<file path="config.mk">
export PLATFORM = sky130hd
export DESIGN_NAME = sar_conversion_control
export DESIGN_NICKNAME = d
export VERILOG_FILES = /design/src/sar_ctrl_pkg.sv /design/src/sar_step_if.sv /design/src/sar_bit_engine.sv /design/src/sar_conversion_control.sv
export SDC_FILE = /design/constraint.sdc
export NUM_CORES = 1
export LEC_CHECK = 0
export ABC_AREA = 1
export BUFFER_PORTS_ARGS = -buffer_cell sky130_fd_sc_hd__clkbuf_2
export CELL_PAD_IN_SITES_DETAIL_PLACEMENT = 0
export CELL_PAD_IN_SITES_GLOBAL_PLACEMENT = 1
export CORE_MARGIN = 1
export CORE_UTILIZATION = 38
export CTS_CLUSTER_DIAMETER = 60
export DETAILED_ROUTE_END_ITERATION = 6
export GPL_TIMING_DRIVEN = 0
export HOLD_SLACK_MARGIN = 0.05
export PLACE_DENSITY = 0.87
export SYNTH_ARGS = -nofsm -noshare
export SYNTH_HDL_FRONTEND = slang
export SYNTH_SLANG_ARGS = --single-unit
</file>
<file path="constraint.sdc">
create_clock -name core_clk_i -period 2.3 [get_ports core_clk_i]
set_input_delay 0.46 -clock core_clk_i [delete_from_list [all_inputs] [get_ports core_clk_i]]
set_output_delay 0.46 -clock core_clk_i [all_outputs]
set_load 0.02 [all_outputs]
</file>
<file path="src/sar_ctrl_pkg.sv">
/*
  Package for the successive-approximation conversion control block.
  Holds field widths, code values, timing figures and the register map.
  Assumes a 125 MHz core clock.
*/
package sar_ctrl_pkg;
  // Core clock rate in kHz and the data width of the result.
  localparam int CORE_CLK_KHZ = 125000;
  localparam int RESULT_W = 16;
  // Least acquisition time in ns and the least cycle time at 100 kSPS.
  localparam int ACQ_TIME_NS = 1000;
  localparam int ACQ_CYCLES = (ACQ_TIME_NS * CORE_CLK_KHZ + 999999) / 1000000;
  localparam int THROUGHPUT_KSPS = 100;
  localparam int MIN_PERIOD_CYCLES = CORE_CLK_KHZ / THROUGHPUT_KSPS;
  // Cycles per bit trial; the comparator settles on a divider pulse.
  localparam int BIT_TRIAL_CYCLES = 32;
  // Output code landmarks.
  localparam logic [15:0] CODE_ZERO = 16'h0000;
  localparam logic [15:0] CODE_MID = 16'h8000;
  localparam logic [15:0] CODE_FULL = 16'hFFFF;
  localparam logic [15:0] CODE_TWOS_MAX = 16'h7FFF;
  // Register offsets (byte addresses).
  localparam logic [3:0] REG_CTRL = 4'h0;
  localparam logic [3:0] REG_STATUS = 4'h4;
  localparam logic [3:0] REG_RESULT = 4'h8;
  // Field positions.
  localparam int CTRL_CODING_BIT = 0;
  localparam int CTRL_SLEEP_BIT = 1;
  localparam int CTRL_RESET_BIT = 2;
  localparam int STAT_BUSY_BIT = 0;
  localparam int STAT_SLEEP_BIT = 1;
  localparam int STAT_LOWPWR_BIT = 2;
  // Reset value of the control register.
  localparam logic [2:0] CTRL_RESET_VAL = 3'h0;
  // Controller states.
  typedef enum logic [2:0] {ST_ACQ, ST_WAIT, ST_OPEN, ST_GROUND, ST_TRIAL, ST_FORMAT} conv_state_t;
endpackage

</file>
<file path="src/sar_step_if.sv">
/*
  Interface between the sequencer and the bit-trial engine.
  Assumes both ends run on the same core clock.
*/
`timescale 1ns/1ps
interface sar_step_if;
  // Start pulse, step enable, comparator, result and done.
  logic start;
  logic step_en;
  logic comp;
  logic [15:0] trial;
  logic [15:0] raw;
  logic done;
  modport ctrl (output start, output step_en, input trial, input raw, input done);
  modport engine (input start, input step_en, input comp, output trial, output raw, output done);
endinterface

</file>
<file path="src/sar_bit_engine.sv">
/*
  Successive-approximation register: one bit per step, MSB first.
  Assumes the comparator is valid when step_en pulses.
*/
`timescale 1ns/1ps
module sar_bit_engine
  import sar_ctrl_pkg::*;
(
  // Clock and reset.
  input wire logic core_clk_i,
  input wire logic rst_n_i,
  input wire logic abort_i,
  // Link to the sequencer.
  sar_step_if.engine stp
);
  logic [15:0] sar_r;
  logic [15:0] bit_r;
  logic done_r;

  // Trial code keeps decided bits plus the bit now under test.
  assign stp.trial = sar_r | bit_r;
  assign stp.raw = sar_r;
  assign stp.done = done_r;

  // Keep the bit when the comparator says the input is above the trial.
  always_ff @(posedge core_clk_i)
  begin
    if (!rst_n_i || abort_i)
    begin
      sar_r <= CODE_ZERO;
      bit_r <= CODE_ZERO;
      done_r <= 1'b0;
    end
    else if (stp.start)
    begin
      sar_r <= CODE_ZERO;
      bit_r <= CODE_MID;
      done_r <= 1'b0;
    end
    else if (stp.step_en && bit_r != CODE_ZERO)
    begin
      if (stp.comp)
        sar_r <= sar_r | bit_r;
      bit_r <= bit_r >> 1;
      done_r <= (bit_r == 16'h0001);
    end
    else
      done_r <= 1'b0;
  end
endmodule

</file>
<file path="src/sar_conversion_control.sv">
/*
  Conversion control of a 16-bit successive-approximation converter,
  with an Avalon-MM slave (waitrequest) for control and result access.
  The sequencer runs acquisition, switch opening, grounding, sixteen bit
  trials and formatting in turn; the bit trials live in a small engine.
  Assumes a synchronous comparator input sampled on the core clock, and a
  host that drives its pins in step with that clock.
// Overview of operation
// - Conversion starts after acquisition when start falls or is held low.
// - Open common and dummy switches first, then move caps to reference ground.
// - Resolve sixteen bits MSB first, halving steps to one in 65536.
// - After the last trial form the code, then drop busy.
// - No latency: result belongs to the sample of that conversion.
// - Coding select picks straight binary or twos complement.
// - Twos complement is straight binary with MSB inverted.
// - Overrange saturates to FFFF or 7FFF.
// - Underrange saturates to 0000 or 8000.
// - Up to 100 kSPS; host must not request faster.
// - Low power between conversions while still ready to start.
// - Busy rises when conversion starts and stays high until done.
// - Started conversion completes; start and sleep ignored until busy falls.
// - High reset returns to initial state and aborts conversion.
// - Start held low while idle runs conversions continuously.
*/
`timescale 1ns/1ps
module sar_conversion_control
  import sar_ctrl_pkg::*;
#(
  parameter int ACQ_CNT = ACQ_CYCLES,
  parameter int TRIAL_CNT = BIT_TRIAL_CYCLES
)
(
  // Clock and reset.
  input wire logic core_clk_i,
  input wire logic rst_n_i,
  // Host control pins.
  input wire logic conversion_start_n_i,
  input wire logic coding_select_i,
  input wire logic sleep_request_i,
  input wire logic reset_i,
  // Analog front end.
  input wire logic comp_i,
  input wire logic overrange_i,
  input wire logic underrange_i,
  output logic common_node_switch_o,
  output logic dummy_node_switch_o,
  output logic reference_ground_o,
  output logic [15:0] dac_code_o,
  output logic low_power_o,
  // Conversion status and data.
  output logic busy_o,
  output logic [15:0] result_o,
  // Avalon-MM slave.
  input wire logic [3:0] avs_address,
  input wire logic avs_read,
  input wire logic avs_write,
  input wire logic [31:0] avs_writedata,
  output logic [31:0] avs_readdata,
  output logic avs_waitrequest
);
  import sar_ctrl_pkg::*;

  // Elaboration checks: the counters are 16 bits wide, and a bit trial needs one
  // cycle to present the trial code and one more to sample the comparator.
  if (ACQ_CNT < 1)
  begin : g_acq_too_small
    $error("ACQ_CNT must be at least 1.");
  end
  if (ACQ_CNT > 65536)
  begin : g_acq_too_large
    $error("ACQ_CNT must fit the 16-bit counter.");
  end
  if (TRIAL_CNT < 2)
  begin : g_trial_too_small
    $error("TRIAL_CNT must be at least 2.");
  end
  if (TRIAL_CNT > 65536)
  begin : g_trial_too_large
    $error("TRIAL_CNT must fit the 16-bit counter.");
  end
  if (MIN_PERIOD_CYCLES > 65535)
  begin : g_period_too_long
    $error("The minimum cycle period must fit the 16-bit period counter.");
  end

  sar_step_if stp ();
  conv_state_t state_r, state_nxt;
  logic [15:0] cnt_r;
  logic [15:0] period_r;
  logic start_d_r;
  logic [2:0] ctrl_r;
  logic [15:0] result_r;
  logic busy_r;
  logic lowpwr_r;
  logic sw_open_r;
  logic reference_ground_r;
  logic ack_r;
  logic [31:0] rdata_r;

  // Effective control: pins or-ed with software bits.
  wire coding_eff = coding_select_i | ctrl_r[CTRL_CODING_BIT];
  wire sleep_eff = sleep_request_i | ctrl_r[CTRL_SLEEP_BIT];
  wire abort = reset_i | ctrl_r[CTRL_RESET_BIT];
  wire start_fall = start_d_r & ~conversion_start_n_i;
  wire start_low = ~conversion_start_n_i;
  wire acq_done = (cnt_r == 16'h0000);
  wire rate_ok = (period_r >= 16'(MIN_PERIOD_CYCLES - 1));
  wire go = acq_done && rate_ok && !sleep_eff && (start_fall || start_low);
  wire step_tick = (state_r == ST_TRIAL) && (cnt_r == 16'h0000);

  // Counter reload values, cut to the counter width on purpose.
  wire [15:0] acq_reload = 16'(ACQ_CNT - 1);
  wire [15:0] trial_reload = 16'(TRIAL_CNT - 1);

  // Phase events shared by the sequencer, the flag registers and the result.
  wire conv_begin = (state_r == ST_WAIT) && go;
  wire open_tick = (state_r == ST_OPEN);
  wire last_trial = (state_r == ST_TRIAL) && stp.done;
  wire conv_finish = (state_r == ST_FORMAT);

  // Bit trial engine.
  sar_bit_engine u_engine (
    .core_clk_i(core_clk_i),
    .rst_n_i(rst_n_i),
    .abort_i(abort),
    .stp(stp)
  );
  assign stp.comp = comp_i;
  assign stp.start = (state_r == ST_GROUND) && (cnt_r == 16'h0000);
  assign stp.step_en = step_tick;

  // Output coding: saturation first, then optional MSB inversion.
  wire [15:0] sat_code = overrange_i ? CODE_FULL : (underrange_i ? CODE_ZERO : stp.raw);
  wire [15:0] coded;

  // Per-bit coding: only the top bit differs between straight binary and twos
  // complement, so the lower bits pass straight through.
  for (genvar b = 0; b < 16; b++)
  begin : g_code
    if (b == 15)
    begin : g_msb
      assign coded[b] = coding_eff ? sat_code[b] : ~sat_code[b];
    end
    else
    begin : g_low
      assign coded[b] = sat_code[b];
    end
  end

  // Next state of the sequencer.
  always_comb
  begin
    state_nxt = state_r;
    case (state_r)
      // Acquisition: the array tracks the input until the count runs out.
      ST_ACQ:
      begin
        if (acq_done)
          state_nxt = ST_WAIT;
      end
      // Waiting: a falling or held-low start begins a conversion when allowed.
      ST_WAIT:
      begin
        if (go)
          state_nxt = ST_OPEN;
      end
      // Switch opening: one cycle before the array is moved to ground.
      ST_OPEN:
      begin
        if (cnt_r == 16'h0000)
          state_nxt = ST_GROUND;
      end
      // Grounding: the array moves to reference ground and the engine loads.
      ST_GROUND:
      begin
        if (cnt_r == 16'h0000)
          state_nxt = ST_TRIAL;
      end
      // Bit trials: sixteen of them, ended by the engine's done pulse.
      ST_TRIAL:
      begin
        if (stp.done)
          state_nxt = ST_FORMAT;
      end
      // Format: the code is already held; busy falls on the way out.
      ST_FORMAT:
      begin
        state_nxt = ST_ACQ;
      end
      // Unused encodings return to acquisition.
      default:
      begin
        state_nxt = ST_ACQ;
      end
    endcase
  end

  // Sequencer registers; a started conversion ignores start and sleep.
  always_ff @(posedge core_clk_i)
  begin
    if (!rst_n_i || abort)
    begin
      state_r <= ST_ACQ;
      cnt_r <= 16'(ACQ_CNT - 1);
      period_r <= 16'(MIN_PERIOD_CYCLES - 1);
      start_d_r <= 1'b1;
    end
    else
    begin
      state_r <= state_nxt;
      start_d_r <= conversion_start_n_i;
      if (period_r != 16'hFFFF)
        period_r <= period_r + 16'h0001;
      if (state_nxt != state_r)
      begin
        // Each phase starts its count afresh; open and ground last one cycle.
        case (state_nxt)
          ST_ACQ:
          begin
            cnt_r <= acq_reload;
          end
          ST_TRIAL:
          begin
            cnt_r <= trial_reload;
          end
          default:
          begin
            cnt_r <= 16'h0000;
          end
        endcase
      end
      else if (step_tick)
        cnt_r <= 16'(TRIAL_CNT - 1);
      else if (cnt_r != 16'h0000)
        cnt_r <= cnt_r - 16'h0001;
      if (conv_begin)
        period_r <= 16'h0000;
    end
  end

  // Conversion flags: busy and the open switches rise together as a
  // conversion begins, and reference ground follows one cycle later so the
  // array is never moved while the common node is still closed.
  always_ff @(posedge core_clk_i)
  begin
    if (!rst_n_i || abort)
    begin
      busy_r <= 1'b0;
      sw_open_r <= 1'b0;
      reference_ground_r <= 1'b0;
    end
    else if (conv_begin)
    begin
      busy_r <= 1'b1;
      sw_open_r <= 1'b1;
    end
    else if (open_tick)
    begin
      reference_ground_r <= 1'b1;
    end
    else if (conv_finish)
    begin
      busy_r <= 1'b0;
      sw_open_r <= 1'b0;
      reference_ground_r <= 1'b0;
    end
  end

  // Result capture: written at the end of the last trial, held until the next one or until a reset or abort clears it.
  always_ff @(posedge core_clk_i)
  begin
    if (!rst_n_i || abort)
      result_r <= CODE_ZERO;
    else if (last_trial)
      result_r <= coded;
  end

  // Low power while waiting for a start, or while asleep when idle.
  always_ff @(posedge core_clk_i)
  begin
    if (!rst_n_i)
      lowpwr_r <= 1'b0;
    else
      lowpwr_r <= (state_nxt == ST_WAIT) || (state_nxt == ST_ACQ && sleep_eff);
  end

  // Pin outputs; the trial code is the DAC setting during bit trials.
  assign busy_o = busy_r;
  assign result_o = result_r;
  assign common_node_switch_o = ~sw_open_r;
  assign dummy_node_switch_o = ~sw_open_r;
  assign reference_ground_o = reference_ground_r;
  assign dac_code_o = (state_r == ST_TRIAL) ? stp.trial : CODE_ZERO;
  assign low_power_o = lowpwr_r;

  // Bus decode; every access takes one wait cycle so data comes from flops.
  wire req = avs_read | avs_write;
  wire hit_ctrl = (avs_address == REG_CTRL);
  wire hit_status = (avs_address == REG_STATUS);
  wire hit_result = (avs_address == REG_RESULT);
  wire [31:0] status_word = {29'h0000_0000, lowpwr_r, sleep_eff, busy_r};
  wire [31:0] ctrl_word = {29'h0000_0000, ctrl_r};
  wire [31:0] result_word = {16'h0000, result_r};

  // Read selection; an offset that matches nothing reads as zero.
  wire [31:0] rd_mux = hit_ctrl ? ctrl_word :
                       hit_status ? status_word :
                       hit_result ? result_word : 32'h0000_0000;
  assign avs_waitrequest = req & ~ack_r;
  assign avs_readdata = rdata_r;

  // Bus strobes: the answer comes one cycle after the request, and a write
  // lands only on the edge at which the master sees waitrequest low.
  wire bus_first = req & ~ack_r;
  wire ctrl_wr = avs_write & ack_r & hit_ctrl;

  // Handshake and read data; unmapped reads return zero.
  always_ff @(posedge core_clk_i)
  begin
    if (!rst_n_i)
    begin
      ack_r <= 1'b0;
      rdata_r <= 32'h0000_0000;
    end
    else
    begin
      ack_r <= bus_first;
      if (bus_first)
        rdata_r <= rd_mux;
    end
  end

  // Control register; writes to other offsets are dropped. Soft reset stays
  // set until software clears it, holding the sequencer idle meanwhile.
  always_ff @(posedge core_clk_i)
  begin
    if (!rst_n_i)
      ctrl_r <= CTRL_RESET_VAL;
    else if (ctrl_wr)
      ctrl_r <= avs_writedata[2:0];
  end
endmodule

</file>
==> results.md <==
* Status: finished, final reports clean
* Number of antenna violations at the first check in global routing at 0
* CTS buffer count at 9
* Worst Path Class, Setup: register to register
* Highest-utilization routing layer at the global route stage: met2
* Layout Area Growth over Synthesis at 19.1%
* Clk Latency, worst-skew pair at 0.35 ns
* Sequential standard cell area at 0.00214 sq mm
* Die width at 117 um
* Slew at the pin with the worst max-slew slack at 0.624 ns
* Htree depth at 3
* Total length of routed wires at 12900 um
* Worst-case clock buffer depth at 2
* Final critical-path share of the clock period at 90.9%
* Die area at 0.0137 sq mm
* Critical Path AT at 2.37 ns
* Max Transition Viols Final at 0
* Worst hold slack after final layout at 0.404 ns
* Layout filler cell count at 1318
* Static Leak at 0.00250 uW
* Async SR Flop Fraction at 0%
* Number of warnings issued by yosys at 0
* Final standard cell utilization of the core at 47.0%
* Vias in the first global route at 4314
* Headroom to the max-slew limit at 58.1%
* Fraction of final layout cells with drive strength greater than 1 at 18.4%
* Global route total overflow at 0
* Kind of path behind the tightest hold check: primary input to register
* Largest net degree at the start of global routing at 20
* Startpoint of the most critical register-to-register path: cnt_r[0]
* Flop and latch count out of synthesis at 107
* Met3 Track Usage GR at 2.63%
* Std cell rows at 41
* Met2 demand-to-capacity share in global routing at 29.2%
* Max Cap Violations at 0
* DRC violations left at 0
* First-pass iteration count of the detailed router at 5
* Count of flip-flops with a built-in enable after synthesis at 0
* Initial detailed-routing violation count at 332
* Critical path capture point type: register
* Std-Cell Core Area at 0.0127 sq mm
* Setup repair after global routing missed its margin: no
* Starting density of the core at 39.4%
* Sinks on Clock Net at 107
* Biggest fanout along the worst timing path at 10
* Worst Setup Start Kind: register
* Total Routing Usage GR at 19.2%
* Final setup violating endpoints at 0
* Post-synthesis cell area at 0.00502 sq mm
* Number of routed nets with antenna violations at 0
* Register-to-register setup slack at 0.21 ns
* Total power of the final layout at 3800 uW
* Pwr per Cell Area at 637 mW/mm^2
* Number of distinct standard cells referenced by the synthesized netlist at 41
* Final antenna diode count at 0
* Cell at the root of the clock tree: sky130_fd_sc_hd__clkbuf_16
* HPWL after detailed placement at 9750 um
* Global routing usage on met1 at 27.1%
* Syn avg cell area at 7.24 sq um
* Count of vias placed by the detailed router at 4784
* Synth Instances at 693
* Number of cells on the worst reg-to-reg path at 12
* Endpoint of the lowest-slack register-to-register path: u_engine.bit_r[1]
* Number of ports placed on the die boundary at 117
* Worst setup startpoint: cnt_r[0]
* Floorplan die height at 117 um
* Min cycle time layout at 2.09 ns
* Wire length of the first global-routing pass at 20600 um
* Reg clk slew, reported paths at 0.08 ns
* Main flop type after synthesis: sky130_fd_sc_hd__dfxtp_1
* Maximum vdd ir drop at 0.000312 V
* Total count of hold-check failures in the final report at 0
* Final setup skew at 0.0142 ns
* Sequential share of the synthesized area at 42.7%
* Crit path required time at 2.58 ns
* Quantity of hold-fixing buffers added after cts at 0
* Wirelength per Cell at 13.3 um
* Multi-input gate area at 0.00237 sq mm
* Port bufs at 70
* Last weighted congestion value of the routability-driven placer at 0.843
* TritonCTS clock tree: yes
* Peak clock frequency supported by timing at 0.478 GHz
* Via density per instance at 4.96
* Final #Nets at 839
* Sum of negative setup slack at 0 ns
* End of the critical path: u_engine.bit_r[1]
==> flip-flops by register name (all words and copies together) (netlist names) <==
| name | cells |
|---|---|
| ack_r | 1 |
| avs_readdata | 16 |
| cnt_r | 16 |
| ctrl_r | 3 |
| low_power_o | 1 |
| period_r | 16 |
| reference_ground_o | 1 |
| result_o | 16 |
| state_r | 3 |
| sw_open_r | 1 |
| u_engine.bit_r | 16 |
| u_engine.stp.done | 1 |
| u_engine.stp.raw | 16 |
==> layout make-up <==
class	count	share of cell area (%)
buffer	45	4.44
clock buffer	10	4.00
clock inverter	6	1.32
inverter	83	5.23
multi-input combinational	472	39.7
sequential	107	35.9
tap	172	3.60
timing repair buffer	70	5.86
==> cell usage in the layout (no fill, tap or decap), types with 7 or more instances in the layout <==
master	count
sky130_fd_sc_hd__clkbuf_2	72
sky130_fd_sc_hd__inv_2	7
sky130_fd_sc_hd__o21ai_0	65
sky130_fd_sc_hd__clkbuf_1	15
sky130_fd_sc_hd__buf_4	18
sky130_fd_sc_hd__clkbuf_16	9
sky130_fd_sc_hd__xor2_1	14
sky130_fd_sc_hd__dfxtp_1	105
sky130_fd_sc_hd__conb_1	16
sky130_fd_sc_hd__nor3_1	22
sky130_fd_sc_hd__nand3_1	26
sky130_fd_sc_hd__inv_1	75
sky130_fd_sc_hd__a21oi_1	94
sky130_fd_sc_hd__nand2_1	87
sky130_fd_sc_hd__nor2_1	78
sky130_fd_sc_hd__nand4_1	12
==> critical path: stages (launching register included) <==
cell                       delay [ns]
sky130_fd_sc_hd__dfxtp_2         0.38
sky130_fd_sc_hd__inv_1           0.06
sky130_fd_sc_hd__ha_1            0.22
sky130_fd_sc_hd__nand2_2         0.14
sky130_fd_sc_hd__nor2_4          0.07
sky130_fd_sc_hd__nand3_4         0.10
sky130_fd_sc_hd__inv_2           0.07
sky130_fd_sc_hd__nand2_2         0.13
sky130_fd_sc_hd__nand2_2         0.16
sky130_fd_sc_hd__inv_2           0.16
sky130_fd_sc_hd__clkbuf_2        0.24
sky130_fd_sc_hd__o21ai_0         0.13
sky130_fd_sc_hd__a21oi_1         0.14
==> how the worst min path moves through the flow <==
stage	from	end	slack, ns	depth (start not counted)
floorplan	ack_r	ack_r	0.42	1
finish	avs_read	ack_r	0.40	3
CTS	avs_read	ack_r	0.38	3
global route	avs_read	ack_r	0.45	3
detailed placement	ack_r	ack_r	0.46	1
global placement	ack_r	ack_r	0.45	1
==> layer usage <==
metal | wire length (um) | up-vias
met3 | 654 | 18
met1 | 6350 | 2176
met2 | 5590 | 152
met5 | 0 | -
li1 | - | 2438
met4 | 264 | 0
==> report_power, final <==
part           internal (uW)  switching, uW  leakage (uW)
Clock                    898            736      0.000157
Sequential              1880           21.6      0.000866
Combinational           92.8            175       0.00148
==> cells in the mapped netlist (2+ instances only) <==
cell | instances | area, sq um
sky130_fd_sc_hd__a211oi_1 | 6 | 45.0
sky130_fd_sc_hd__a21oi_1 | 94 | 470
sky130_fd_sc_hd__a31oi_1 | 5 | 31.3
sky130_fd_sc_hd__buf_2 | 6 | 30.0
sky130_fd_sc_hd__buf_4 | 18 | 135
sky130_fd_sc_hd__buf_6 | 2 | 22.5
sky130_fd_sc_hd__clkbuf_1 | 18 | 67.6
sky130_fd_sc_hd__dfxtp_1 | 107 | 2140
sky130_fd_sc_hd__ha_1 | 4 | 50.1
sky130_fd_sc_hd__inv_1 | 75 | 282
sky130_fd_sc_hd__inv_2 | 7 | 26.3
sky130_fd_sc_hd__nand2_1 | 87 | 327
sky130_fd_sc_hd__nand2_2 | 6 | 37.5
sky130_fd_sc_hd__nand3_1 | 26 | 130
sky130_fd_sc_hd__nand3_2 | 2 | 20.0
sky130_fd_sc_hd__nand3b_1 | 3 | 22.5
sky130_fd_sc_hd__nand4_1 | 12 | 75.1
sky130_fd_sc_hd__nor2_1 | 78 | 293
sky130_fd_sc_hd__nor2_2 | 7 | 43.8
sky130_fd_sc_hd__nor3_1 | 23 | 115
sky130_fd_sc_hd__nor4_1 | 3 | 18.8
sky130_fd_sc_hd__o2111ai_1 | 2 | 17.5
sky130_fd_sc_hd__o21ai_0 | 65 | 325
sky130_fd_sc_hd__o21ai_1 | 4 | 20.0
sky130_fd_sc_hd__o22ai_1 | 3 | 18.8
sky130_fd_sc_hd__xnor2_1 | 2 | 17.5
sky130_fd_sc_hd__xor2_1 | 14 | 123
==> cell families after synthesis <==
group	share of synthesized area, %
DFF	42.7
buffers and inverters	11.5
AOI/OAI and AO/OA	18.8
and+or+nand+nor	23.1
xor gates and xnor gates	2.79
adders and majority gates	0.998
other	0.0747
==> repair_timing <==
item | 4_1_cts | 5_1_grt
endpoints found under the setup margin | 10 | 37
buffers inserted | 0 | 0
gates resized for setup | 1 | 9
cloned | 0 | 0
==> through the flow <==
step / area, sq um / instances / setup slack, ns
floorplan: 5070 / 708 / 0.506
global placement: 5640 / 950 / -0.227
detailed placement: 5640 / 950 / -0.230
CTS: 5950 / 965 / 0.0555
global route: 5980 / 965 / 0.0323
finish: 5980 / 965 / 0.210
Note: power is estimated with default switching activity, not from simulation.
